===== config.mk =====
export PLATFORM = sky130hd
export DESIGN_NAME = mbu_barrier
export DESIGN_NICKNAME = d
export VERILOG_FILES = /design/src/logic/mbu_pkg.sv /design/src/logic/mbu_barrier.sv
export SDC_FILE = /design/constraint.sdc
export NUM_CORES = 1
export LEC_CHECK = 0
export BUFFER_PORTS_ARGS = -buffer_cell sky130_fd_sc_hd__buf_4
export CORE_MARGIN = 5
export CORE_UTILIZATION = 43
export CTS_CLUSTER_SIZE = 25
export DETAILED_ROUTE_END_ITERATION = 12
export PLACE_DENSITY = 0.81
export SLEW_MARGIN = 20
export SYNTH_ARGS = -nofsm -noshare
export SYNTH_HDL_FRONTEND = slang
export SYNTH_SLANG_ARGS = --single-unit

===== constraint.sdc =====
create_clock -name CORE_CLK -period 1.8 [get_ports CORE_CLK]
set_input_delay 0.27 -clock CORE_CLK [delete_from_list [all_inputs] [get_ports CORE_CLK]]
set_output_delay 0.27 -clock CORE_CLK [all_outputs]
set_load 0.1 [all_outputs]

===== src/logic/mbu_pkg.sv =====
package mbu_pkg;

    // ------------------------------------------------------------
    // Barrier type field
    // ------------------------------------------------------------
    localparam int STYPE_LSB = 6;
    localparam int STYPE_MSB = 10;
    localparam logic [4:0] STYPE_FULL = 5'h00;
    localparam logic [4:0] STYPE_INTV = 5'h02;
    localparam logic [4:0] STYPE_MEM = 5'h03;
    localparam logic [4:0] STYPE_WMB = 5'h04;
    localparam logic [4:0] STYPE_MB = 5'h10;
    localparam logic [4:0] STYPE_ACQ = 5'h11;
    localparam logic [4:0] STYPE_REL = 5'h12;
    localparam logic [4:0] STYPE_RMB = 5'h13;
    localparam logic [4:0] STYPE_RST = 5'h00;

    // ------------------------------------------------------------
    // Types
    // ------------------------------------------------------------
    typedef enum logic [2:0] {
        MBU_IDLE,
        MBU_ORDER,
        MBU_DRAIN,
        MBU_REQ,
        MBU_WAIT,
        MBU_DONE
    } mbu_state_t;

    // Access classes: bit 1 loads, bit 0 stores
    typedef struct packed {
        logic ld;
        logic st;
    } mbu_cls_t;

    // Requests toward coherence unit / memory side
    typedef struct packed {
        logic coh_req;
        logic legacy_req;
        logic ext_req;
    } mbu_req_t;

    typedef struct packed {
        mbu_state_t state;
        logic [4:0] stype;
        logic completion;
        logic use_coh;
        logic mem_sync;
        logic ext_sel;
        mbu_cls_t older;
        mbu_cls_t younger;
        mbu_req_t req;
        logic flush_writes;
        logic evict_flush;
        logic stop_merge;
        logic busy;
        logic done;
    } mbu_regs_t;

endpackage


===== src/logic/mbu_barrier.sv =====
// Behaviour
// - Completion: older accesses globally performed before younger ones
// - Instruction fetches are never held by the barrier
// - Type zero is the full load and store completion barrier
// - Undefined and reserved type codes act exactly like type zero
// - Every completion barrier flushes all pending writes first
// - External request only when software and hardware enables both set
// - Wait for pending reads and any external response before completing
// - Type 0x2 coherent request when coherent; otherwise acts as zero
// - Type 0x3 coherent request, forwarded to memory, maybe externalized
// - Type 0x3 response follows prior requests and external response
// - Coherent type zero maps to 0x2 or 0x3 by select bit
// - Non-coherent type zero sends legacy request straight to memory
// - Ordering: older accesses reach ordering point before younger ones
// - Older external requests globally performed before younger ones
// - Ordering types alike: flush evictions, stop merging, no waiting
// - Cache and prefetch operations count as loads and stores
// - Type field bits 10:6; 0x4 stores, 0x10 all, 0x13 loads
// - Acquire and release order without global performance
// - Load done at register write, store done when globally visible
`timescale 1ns/1ps
module mbu_barrier (
    input wire logic CORE_CLK,
    input wire logic RESET,
    input wire logic BARRIER_ISSUE,
    input wire logic [31:0] BARRIER_INSTR,
    input wire logic COHERENCE_ENABLE,
    input wire logic COHERENT_BARRIER_TYPE_SELECT,
    input wire logic EXTERNAL_BARRIER_SW_ENABLE,
    input wire logic BARRIER_TXN_HW_ENABLE_IN,
    input wire logic PENDING_WRITES,
    input wire logic PENDING_READS,
    input wire logic PENDING_EVICTIONS,
    input wire logic COHERENT_BARRIER_RESP,
    input wire logic LEGACY_BARRIER_RESP,
    input wire logic EXT_BARRIER_RESP,
    output logic BARRIER_BUSY,
    output logic BARRIER_DONE,
    output logic STALL_YOUNGER_LOADS,
    output logic STALL_YOUNGER_STORES,
    output logic FLUSH_WRITES,
    output logic FLUSH_EVICTIONS,
    output logic STOP_WBB_MERGE,
    output logic COHERENT_BARRIER_REQUEST,
    output logic COHERENT_BARRIER_MEM,
    output logic LEGACY_BARRIER_REQ,
    output logic EXT_BARRIER_REQ,
    output logic [4:0] ACTIVE_STYPE
);

    // ------------------------------------------------------------
    // Decoding
    // ------------------------------------------------------------
    // Ordering codes; everything else is a full completion barrier
    function automatic logic is_ordering(input logic [4:0] t);
        return t == mbu_pkg::STYPE_WMB || t == mbu_pkg::STYPE_MB ||
            t == mbu_pkg::STYPE_ACQ || t == mbu_pkg::STYPE_REL ||
            t == mbu_pkg::STYPE_RMB;
    endfunction

    // Older classes ordered / younger classes held, per code
    function automatic mbu_pkg::mbu_cls_t older_cls(input logic [4:0] t);
        case (t)
            mbu_pkg::STYPE_WMB: return '{ld: 1'b0, st: 1'b1};
            mbu_pkg::STYPE_ACQ: return '{ld: 1'b1, st: 1'b0};
            mbu_pkg::STYPE_RMB: return '{ld: 1'b1, st: 1'b0};
            default: return '{ld: 1'b1, st: 1'b1};
        endcase
    endfunction

    function automatic mbu_pkg::mbu_cls_t younger_cls(input logic [4:0] t);
        case (t)
            mbu_pkg::STYPE_WMB: return '{ld: 1'b0, st: 1'b1};
            mbu_pkg::STYPE_REL: return '{ld: 1'b0, st: 1'b1};
            mbu_pkg::STYPE_RMB: return '{ld: 1'b1, st: 1'b0};
            default: return '{ld: 1'b1, st: 1'b1};
        endcase
    endfunction

    // ------------------------------------------------------------
    // State
    // ------------------------------------------------------------
    mbu_pkg::mbu_regs_t r_q;
    mbu_pkg::mbu_regs_t r_d;
    logic [4:0] new_type;
    logic ext_ok;
    logic resp_seen;
    logic reads_idle;
    // Request bits are cleared in the request state, so remember the external one
    logic ext_pending_q;

    assign new_type = BARRIER_INSTR[mbu_pkg::STYPE_MSB:mbu_pkg::STYPE_LSB];
    assign ext_ok = EXTERNAL_BARRIER_SW_ENABLE &
        BARRIER_TXN_HW_ENABLE_IN;
    // Pending counts cover cache and prefetch traffic as well
    assign reads_idle = !PENDING_READS;
    assign resp_seen = r_q.use_coh ? COHERENT_BARRIER_RESP
                     : (ext_pending_q ? EXT_BARRIER_RESP
                                        : LEGACY_BARRIER_RESP);

    always_comb begin
        r_d = r_q;
        r_d.done = 1'b0;
        case (r_q.state)
            mbu_pkg::MBU_IDLE: begin
                if (BARRIER_ISSUE) begin
                    r_d.stype = new_type;
                    r_d.completion = !is_ordering(new_type);
                    r_d.older = older_cls(new_type);
                    r_d.younger = younger_cls(new_type);
                    // Type 0x2 and 0x3 fall back to zero when non-coherent
                    r_d.use_coh = COHERENCE_ENABLE;
                    if (new_type == mbu_pkg::STYPE_MEM)
                        r_d.mem_sync = 1'b1;
                    else if (new_type == mbu_pkg::STYPE_INTV)
                        r_d.mem_sync = 1'b0;
                    else
                        r_d.mem_sync = COHERENT_BARRIER_TYPE_SELECT;
                    r_d.ext_sel = ext_ok;
                    r_d.busy = 1'b1;
                    if (is_ordering(new_type)) begin
                        r_d.evict_flush = 1'b1;
                        r_d.stop_merge = 1'b1;
                        r_d.state = mbu_pkg::MBU_ORDER;
                    end else begin
                        r_d.flush_writes = 1'b1;
                        r_d.state = mbu_pkg::MBU_DRAIN;
                    end
                end
            end
            mbu_pkg::MBU_ORDER: begin
                // In-order core: evictions out means older reached the point
                if (!PENDING_EVICTIONS) begin
                    r_d.evict_flush = 1'b0;
                    r_d.stop_merge = 1'b0;
                    r_d.state = mbu_pkg::MBU_DONE;
                end
            end
            mbu_pkg::MBU_DRAIN: begin
                if (!PENDING_WRITES && reads_idle) begin
                    r_d.flush_writes = 1'b0;
                    if (r_q.use_coh) begin
                        r_d.req.coh_req = 1'b1;
                    end else begin
                        r_d.req.legacy_req = 1'b1;
                        r_d.req.ext_req = r_q.ext_sel;
                    end
                    r_d.state = mbu_pkg::MBU_REQ;
                end
            end
            mbu_pkg::MBU_REQ: begin
                // Request is a one-cycle pulse
                r_d.req = '0;
                r_d.state = mbu_pkg::MBU_WAIT;
                if (r_q.req.ext_req)
                    r_d.req.ext_req = 1'b0;
            end
            mbu_pkg::MBU_WAIT: begin
                // Coherent 0x3 answer already covers the external one
                if (resp_seen && reads_idle) begin
                    r_d.state = mbu_pkg::MBU_DONE;
                end
            end
            mbu_pkg::MBU_DONE: begin
                r_d.done = 1'b1;
                r_d.busy = 1'b0;
                r_d.state = mbu_pkg::MBU_IDLE;
            end
            default: r_d.state = mbu_pkg::MBU_IDLE;
        endcase
    end

    always_ff @(posedge CORE_CLK) begin
        if (RESET) begin
            r_q <= '0;
            r_q.state <= mbu_pkg::MBU_IDLE;
            r_q.stype <= mbu_pkg::STYPE_RST;
            ext_pending_q <= 1'b0;
        end else begin
            r_q <= r_d;
            if (r_q.state == mbu_pkg::MBU_REQ)
                ext_pending_q <= r_q.req.ext_req;
            else if (r_q.state == mbu_pkg::MBU_IDLE)
                ext_pending_q <= 1'b0;
        end
    end

    // ------------------------------------------------------------
    // Outputs
    // ------------------------------------------------------------
    // Fetches are never stalled: no fetch port exists here
    always_ff @(posedge CORE_CLK) begin
        if (RESET) begin
            BARRIER_BUSY <= 1'b0;
            BARRIER_DONE <= 1'b0;
            STALL_YOUNGER_LOADS <= 1'b0;
            STALL_YOUNGER_STORES <= 1'b0;
            FLUSH_WRITES <= 1'b0;
            FLUSH_EVICTIONS <= 1'b0;
            STOP_WBB_MERGE <= 1'b0;
            COHERENT_BARRIER_REQUEST <= 1'b0;
            COHERENT_BARRIER_MEM <= 1'b0;
            LEGACY_BARRIER_REQ <= 1'b0;
            EXT_BARRIER_REQ <= 1'b0;
            ACTIVE_STYPE <= mbu_pkg::STYPE_RST;
        end else begin
            BARRIER_BUSY <= r_d.busy;
            BARRIER_DONE <= r_d.done;
            STALL_YOUNGER_LOADS <= r_d.busy & r_d.younger.ld;
            STALL_YOUNGER_STORES <= r_d.busy & r_d.younger.st;
            FLUSH_WRITES <= r_d.flush_writes;
            FLUSH_EVICTIONS <= r_d.evict_flush;
            STOP_WBB_MERGE <= r_d.stop_merge;
            COHERENT_BARRIER_REQUEST <= r_d.req.coh_req;
            // Memory-sync flag and external enable travel with the request
            COHERENT_BARRIER_MEM <= r_d.req.coh_req & r_d.mem_sync;
            LEGACY_BARRIER_REQ <= r_d.req.legacy_req;
            EXT_BARRIER_REQ <= r_d.req.ext_req |
                (r_d.req.coh_req & r_d.mem_sync & r_d.ext_sel);
            ACTIVE_STYPE <= r_d.stype;
        end
    end
endmodule


# Yosys cells after proc, flatten, opt, wreduce, memory -nomap -nowiden
# Cells that the tools add are included.
# word_totals
input_bits,45
ff_bits,29
wordCells,96
# classes
n_mux,27
n_reduce_logical,21
eq_ne,19
bitwise,6
# op_table
operator,n
"== test 5 bit, second input constant",4
2-to-1 mux 16 bit,1
one-hot mux 3 bit (5 select lines),1
"inequality test 2 bit, second input constant",7
2-to-1 mux 13 bit,1
one-hot mux 2 bit (2 select lines),3
AND reduction 4 bit,3
"== test 5 x 2 -> 1 bit, second input constant",2
2-to-1 mux 1 bit,9
2-to-1 mux 3 bit,3
2-to-1 mux 2 bit,4
2-to-1 mux 4 bit,2
nonzero test 2 bit,4
"== test 3 x 2 -> 1 bit, second input constant",2
"== test 3 bit, second input constant",2
one-hot mux 3 bit (2 select lines),1
AND 1 bit,5
"== test 5 x 3 -> 1 bit, second input constant",1
logical OR 1 bit,4
one-hot mux 1 bit (2 select lines),2
OR reduction 2 bit,2
"== test 3 x 1 -> 1 bit, second input constant",1
logical NOT 1 bit,3
logical NOT 3 bit,1
4 further kinds,5

# Depth between registers and ports, before layout
# Gate-level depths: netlist (run 1).
# logic_depth
word_depth,11
depth_mapped,5

# Least setup slack after synthesis (run 1)
# Ideal clock, no wire load.
# synth_timing
path_kind,flip-flop to output port
from,register FLUSH_EVICTIONS (netlist name)
to,output port STOP_WBB_MERGE
t_required_ps,1530
slack_ps,156
stages_incl_launch_ff,2
t_arrival_ps,1374
cell_sequence,dfxtp_1 buf_4
# synth_lines
element,line,source
to (decl),mbu_barrier.sv:43,"output logic STOP_WBB_MERGE,"

# Worst setup path after layout (run 1)
# layout_timing
from,register r_q[23] in the netlist's numbering
to,register STALL_YOUNGER_STORES
# layout_via
elab_chain_len,3
elab_cells_between_ends,5
cone_classes,1 x eq/ne; 2 x mux; 1 x bitwise; 1 x reduce/logical
# layout_rtl
element,line,source
from (decl),mbu_barrier.sv:83,mbu_pkg::mbu_regs_t r_q;
from (signal assigned),mbu_barrier.sv:180,r_q <= r_d;
== test 3 bit / logical NOT 3 bit (equally long branches),mbu_barrier.sv:104,case (r_q.state)
one-hot mux 1 bit (2 select lines) / 2-to-1 mux 13 bit (equally long branches),mbu_barrier.sv:104,
AND 1 bit *,mbu_barrier.sv:210,STALL_YOUNGER_STORES <= r_d.busy & r_d.younger.st;
to (signal assigned),mbu_barrier.sv:210,
to (decl),mbu_barrier.sv:40,"output logic STALL_YOUNGER_STORES,"
# Mark *: on every way between the ends. The rest lies on a longest branch, timed or not. The select of a mux whose other input is x is not followed.
# A chain may end at the register's enable or synchronous reset.

==> results.json, run 1 <==
{
  "outcome": "completed",
  "fp.dieH_um": 60.9,
  "core-area_um2": 2480,
  "clockBufferDepth": 2,
  "crit_family": "simple AND/OR/NAND/NOR gates",
  "cts_tree": "yes",
  "io_buffers": 33,
  "critPathMaxFanout": 7,
  "required_ps": 2060,
  "drtPass1Iterations": 4,
  "peakVddDrop_mv": 0.630,
  "area_growth_pct": 25.5,
  "clock_latency_ps": 310,
  "fin_skew_ps": 2.44,
  "cts_resized": 0,
  "drtAntennaViolNets": 0,
  "yosys.area.top_type": "dfxtp_1",
  "cp_data_arrival_time_ps": 1850,
  "synth_most_common_cell": "dfxtp_1",
  "min_to": "r_q[14]",
  "final_max_slew_viol_count": 0,
  "place.gp.congestion": 0.787,
  "reg2reg_slack_ps": 200,
  "drcViolationCount": 0,
  "dpl.hpwl_um": 1930,
  "p_leak_nw": 0.588,
  "clkTransAtPathRegs_ps": 130,
  "ctsRootBufferMaster": "clkbuf_4",
  "period_share_pct": 88.7,
  "grt_use_total_pct": 14.8,
  "rsz0062_at_grt": "false",
  "postCtsHoldBufs": 0,
  "setup_violations": 0,
  "critical_path_class": "reg2reg",
  "routedWlPerCell_um": 13.2,
  "p_seq_share_pct": 46.7,
  "drive_gt1_share_pct": 29.2,
  "r2r_start": "r_q[23]",
  "viasPerCell": 5.48,
  "synthTopCellsByArea": "dfxtp_1 45%, a21oi_1 8.5%, nand2_1 6.7%, buf_4 4.0%, nor2_1 2.7%",
  "slew_headroom_pct": 64.1,
  "numCtsBuffers": 3,
  "ioPinCount": 61,
  "cp_slowest_stage_delay_ps": 590,
  "place_ws_ps": 175,
  "syn_area_um2": 1110,
  "synth_nets": 176,
  "ys_seq_area_share_pct": 44.9,
  "synth_top_area_share_pct": 44.9,
  "grt_max_degree": 20,
  "critPathCaptureType": "flop",
  "nFillCells": 240,
  "rows": 18,
  "drtIter0Drc": 18,
  "diodes": 0,
  "synth_commonest_cells": "25 x dfxtp_1, 20 x nand2_1, 19 x a21oi_1",
  "ys_warn_count": 0,
  "synth_cells": 131,
  "antenna_found_initial": 0,
  "pwr-share-clk_pct": 18.3,
  "overflow": 0,
  "fin_ws_ps": 203,
  "slowest_stage": "or4b_4",
  "dieWidth_um": 60.9,
  "worst_pin_slew_ps": 525,
  "synth.ff_latch_count": 25,
  "htree_levels": 1,
  "ff2ff_path_depth": 5,
  "post_cts_buffers": 0,
  "synthFlopType": "dfxtp_1",
  "grt_pass1_wl_um": 4170,
  "clock-sinks": 25,
  "power_frac_comb_pct": 35.0,
  "critPathBufInv": 1,
  "powerDensity_nw_per_um2": 955,
  "setup_tns_ps": 0,
  "p_sw_share_pct": 38.5,
  "hold_class": "in2reg",
  "synth_area_per_cell_um2": 8.50,
  "dieArea_um2": 3710,
  "whs_path_depth": 3,
  "cap_violations": 0,
  "min_from": "COHERENCE_ENABLE",
  "power_switching_mw": 0.514,
  "grt_pass1_vias": 977,
  "vias": 1047,
  "start_kind": "flop",
  "synth_edf_count": 0,
  "synthArstFlopShare_pct": 0,
  "period_needed_ps": 1600,
  "r2r_end": "STALL_YOUNGER_STORES",
  "finalHoldViolCount": 0,
  "final_nets": 207,
  "p_int_mw": 0.821,
  "synth.distinct_cells": 37,
  "start_util_pct": 44.9,
  "clock.fmax_ghz": 0.626,
  "cp_cell_sequence": "or4b_4 -> buf_4 -> a41oi_1 -> a21oi_1 -> nor2b_1",
  "wl_um": 2520
}
kinds of logic (layout without fill, tap and decap cells):
family                 Yosys count  after routing  synth area share [%]
AND/OR/NAND/NOR                 52             52                  25.3
multiplexers                     2              2                  1.80
AO/OA/AOI/OAI                   35             35                  19.4
flip-flops                      25             25                  44.9
buffers and inverters           17             47                  8.54
sequential cells by signal (all words and copies together) (netlist names):
signal                    count
r_q                           9
ACTIVE_STYPE                  5
BARRIER_BUSY                  1
BARRIER_DONE                  1
COHERENT_BARRIER_MEM          1
COHERENT_BARRIER_REQUEST      1
EXT_BARRIER_REQ               1
FLUSH_EVICTIONS               1
FLUSH_WRITES                  1
LEGACY_BARRIER_REQ            1
STALL_YOUNGER_LOADS           1
STALL_YOUNGER_STORES          1
ext_pending_q                 1
how the worst max path moves through the flow:
| stage | cells after the start | startpoint | endpoint | slack [ps] |
|---|---|---|---|---|
| after floorplan | 1 | FLUSH_EVICTIONS | STOP_WBB_MERGE | 160 |
| after global placement | 5 | BARRIER_INSTR[7] | r_q[21] | 220 |
| after detailed placement | 5 | BARRIER_INSTR[7] | r_q[21] | 170 |
| after CTS | 5 | r_q[23] | STALL_YOUNGER_STORES | 180 |
| after global routing | 5 | r_q[23] | STALL_YOUNGER_STORES | 100 |
| final | 5 | r_q[23] | STALL_YOUNGER_STORES | 200 |
layout make-up:
| class | instances | area, µm² | area share, % |
|---|---|---|---|
| Multi-Input combinational cell | 89 | 524 | 37.5 |
| Sequential cell | 25 | 500 | 35.8 |
| Timing Repair Buffer | 39 | 293 | 20.9 |
| Tap cell | 30 | 37.5 | 2.69 |
| Clock buffer | 3 | 22.5 | 1.61 |
| Inverter | 4 | 15.0 | 1.07 |
| Clock inverter | 1 | 5.00 | 0.358 |
worst register-to-register path: cells and delay by family (launching register included):
family          cells  cell delay [ps]
flops               1              380
compound gates      2              270
buf+inv             1              190
simple gates        2              710
cells in the final DEF, fill, tap and decap left out, drive strengths merged, types with 2 or more instances in the layout:
| master | Yosys | routed |
|---|---|---|
| nor2 | 8 | 8 |
| nor2b | 3 | 3 |
| nand3 | 3 | 3 |
| clkbuf | 4 | 3 |
| nor3 | 2 | 2 |
| or4b | 3 | 3 |
| nor4b | 3 | 3 |
| a21oi | 19 | 19 |
| nand2 | 20 | 20 |
| nand2b | 2 | 2 |
| dfxtp | 25 | 25 |
| buf | 9 | 39 |
| mux2i | 2 | 2 |
| inv | 4 | 4 |
| o21ai | 6 | 6 |
| and3b | 2 | 2 |
routing by layer:
layer | GRT usage [%] | vias up | wire length [µm]
met5 | 0 | - | 0
met3 | 3.62 | 4 | 134
met4 | 7.74 | 0 | 41
li1 | - | 517 | -
met1 | 17.0 | 499 | 1100
met2 | 25.3 | 27 | 1240
power by group through the flow:
stage / Combinational (mW) / Sequential, mW / Clock, mW
2_1_floorplan: 0.249 / 0.741 / 0
3_3_place_gp: 0.459 / 0.632 / 0
3_5_place_dp: 0.467 / 0.636 / 0
4_1_cts: 0.467 / 0.624 / 0.255
5_1_grt: 0.495 / 0.628 / 0.289
6_report: 0.467 / 0.623 / 0.245
per-stage QoR:
| step | power, mW | hold slack [ps] | util (%) | cell area (µm²) | cells |
|---|---|---|---|---|---|
| after floorplan | 0.991 | 406 | - | 1110 | 131 |
| after global placement | 1.09 | 443 | 55.3 | 1370 | 187 |
| after detailed placement | 1.10 | 458 | 55.3 | 1370 | 187 |
| after CTS | 1.35 | 179 | 56.4 | 1400 | 191 |
| after global routing | 1.41 | 160 | 56.4 | 1400 | 191 |
| final | 1.34 | 188 | 56.4 | 1400 | 191 |
(Power assumes the default switching activity.)
==> run 2, diff against run 1 <==
--- a/config.mk
+++ b/config.mk
@@ -6,11 +6,12 @@
 export NUM_CORES = 1
 export LEC_CHECK = 0
 export BUFFER_PORTS_ARGS = -buffer_cell sky130_fd_sc_hd__buf_4
+export CAP_MARGIN = 20
 export CORE_MARGIN = 5
 export CORE_UTILIZATION = 43
 export CTS_CLUSTER_SIZE = 25
 export DETAILED_ROUTE_END_ITERATION = 12
-export PLACE_DENSITY = 0.81
+export PLACE_DENSITY = 0.89
 export SLEW_MARGIN = 20
 export SYNTH_ARGS = -nofsm -noshare
 export SYNTH_HDL_FRONTEND = slang
==> results.json, run 2 (synthesis gave the netlist of run 1 again) <==
{
  "clkTransAtPathRegs_ps": 140,
  "multiInputGateArea_um2": 524,
  "peakVddDrop_mv": 0.699,
  "dpl.cell_count": 188,
  "setup_tns_ps": 0,
  "fin_skew_ps": 5.28,
  "final_max_slew_viol_count": 0,
  "drtIter0Drc": 13,
  "cp_data_arrival_time_ps": 1960,
  "routed.top_layer": "met4",
  "hold_ws_ps": 188,
  "critPathCaptureType": "flop",
  "p_int_mw": 0.824,
  "fp.dieH_um": 60.9,
  "period_needed_ps": 1730,
  "slew_headroom_pct": 66.7,
  "grt_max_degree": 20,
  "critical_path_class": "reg2reg",
  "viasPerCell": 5.32,
  "area_growth_pct": 26.4,
  "critPathLaunch": "r_q[23]",
  "clock.fmax_ghz": 0.578,
  "worst_pin_slew_ps": 487,
  "finalHoldViolCount": 0,
  "stdcell_area_um2": 1410,
  "postCtsHoldBufs": 0,
  "post_cts_buffers": 0,
  "cts_resized": 0,
  "clockBufferDepth": 2,
  "ctsRootBufferMaster": "clkbuf_4",
  "vias": 1022,
  "routedWlPerCell_um": 12.6,
  "finalPower_mw": 1.34,
  "start_kind": "flop",
  "largest_reg_flops": 9,
  "drive_gt1_share_pct": 29.6,
  "start_util_pct": 44.9,
  "hold_class": "in2reg",
  "drcViolationCount": 0,
  "final_cell_count_no_fill": 192,
  "htree_levels": 1,
  "setup_violations": 0,
  "overflow": 0,
  "powerDensity_nw_per_um2": 950,
  "power_frac_comb_pct": 34.6,
  "p_leak_nw": 0.590,
  "period_share_pct": 96.1,
  "nFillCells": 239,
  "regMostFlops": "r_q",
  "grt_pass1_wl_um": 4050,
  "core-area_um2": 2480,
  "final_cell_mix": "40 x buf_4, 25 x dfxtp_1, 20 x nand2_1",
  "p_seq_share_pct": 46.6,
  "r2r_start": "r_q[23]",
  "drtPass1Iterations": 5,
  "pwr-share-clk_pct": 18.8,
  "drtAntennaViolNets": 0,
  "grt_use_total_pct": 14.3,
  "final_nets": 208,
  "antenna_found_initial": 0,
  "cts_tree": "yes",
  "clock_latency_ps": 320,
  "rows": 18,
  "dieWidth_um": 60.9,
  "outcome": "completed",
  "clock-sinks": 25,
  "reg_top3": "r_q: 9 flops, ACTIVE_STYPE: 5 flops",
  "cap_violations": 0,
  "grt_pass1_vias": 998,
  "fin_ws_ps": 69.7,
  "dpl-instance-area_um2": 1380,
  "place_ws_ps": 123,
  "io_buffers": 33,
  "dpl.hpwl_um": 1900,
  "diodes": 0,
  "power_switching_mw": 0.514,
  "seqCellArea_um2": 500,
  "p_sw_share_pct": 38.4,
  "mostFrequentLayoutCell": "buf_4",
  "wl_met2_um": 1130,
  "wl_um": 2420,
  "rsz0062_at_grt": "false",
  "critPathMaxFanout": 5,
  "wl_met3_um": 234,
  "required_ps": 2030,
  "finish.utilization_pct": 56.8,
  "min_from": "COHERENCE_ENABLE",
  "place.gp.congestion": 0.838,
  "dieArea_um2": 3710,
  "ioPinCount": 61,
  "met1_length_um": 1040,
  "numCtsBuffers": 3
}
==> run 2: final cells by class <==
type,count,share of cell area [%]
tap,30,2.67
clock inverter,1,0.533
inverter,4,1.07
sequential,25,35.6
timing repair buffer,40,21.3
clock buffer,3,1.60
multi-input combinational,89,37.2
==> run 2: path summary, 6_finish.rpt <==
kind	slack [ps]	end	cells after the start
max	70	EXT_BARRIER_REQ	5
min	190	r_q[14]	3
max reg2reg	70	EXT_BARRIER_REQ	5
min reg2reg	470	ACTIVE_STYPE[0]	2
==> run 2: layer usage <==
metal,GRT usage (%),vias to the layer above
met4,4.02,0
met5,0,-
met3,3.62,2
met1,17.3,463
li1,-,519
met2,24.9,38
==> run 2: worst max-delay path: stages (launching register included) <==
cell and delay [ps]:
dfxtp_1 380, buf_4 170, or4b_1 570, o21ai_0 210, a21oi_1 120, a31o_1 200
==> run 2: power by group through the flow <==
| stage | sequential [mW] | clock (mW) | combinational [mW] |
|---|---|---|---|
| 2_1_floorplan | 0.741 | 0 | 0.249 |
| 4_1_cts | 0.624 | 0.259 | 0.466 |
| 3_5_place_dp | 0.636 | 0 | 0.465 |
| 6_report | 0.623 | 0.251 | 0.464 |
| 5_1_grt | 0.630 | 0.276 | 0.496 |
| 3_3_place_gp | 0.633 | 0 | 0.458 |
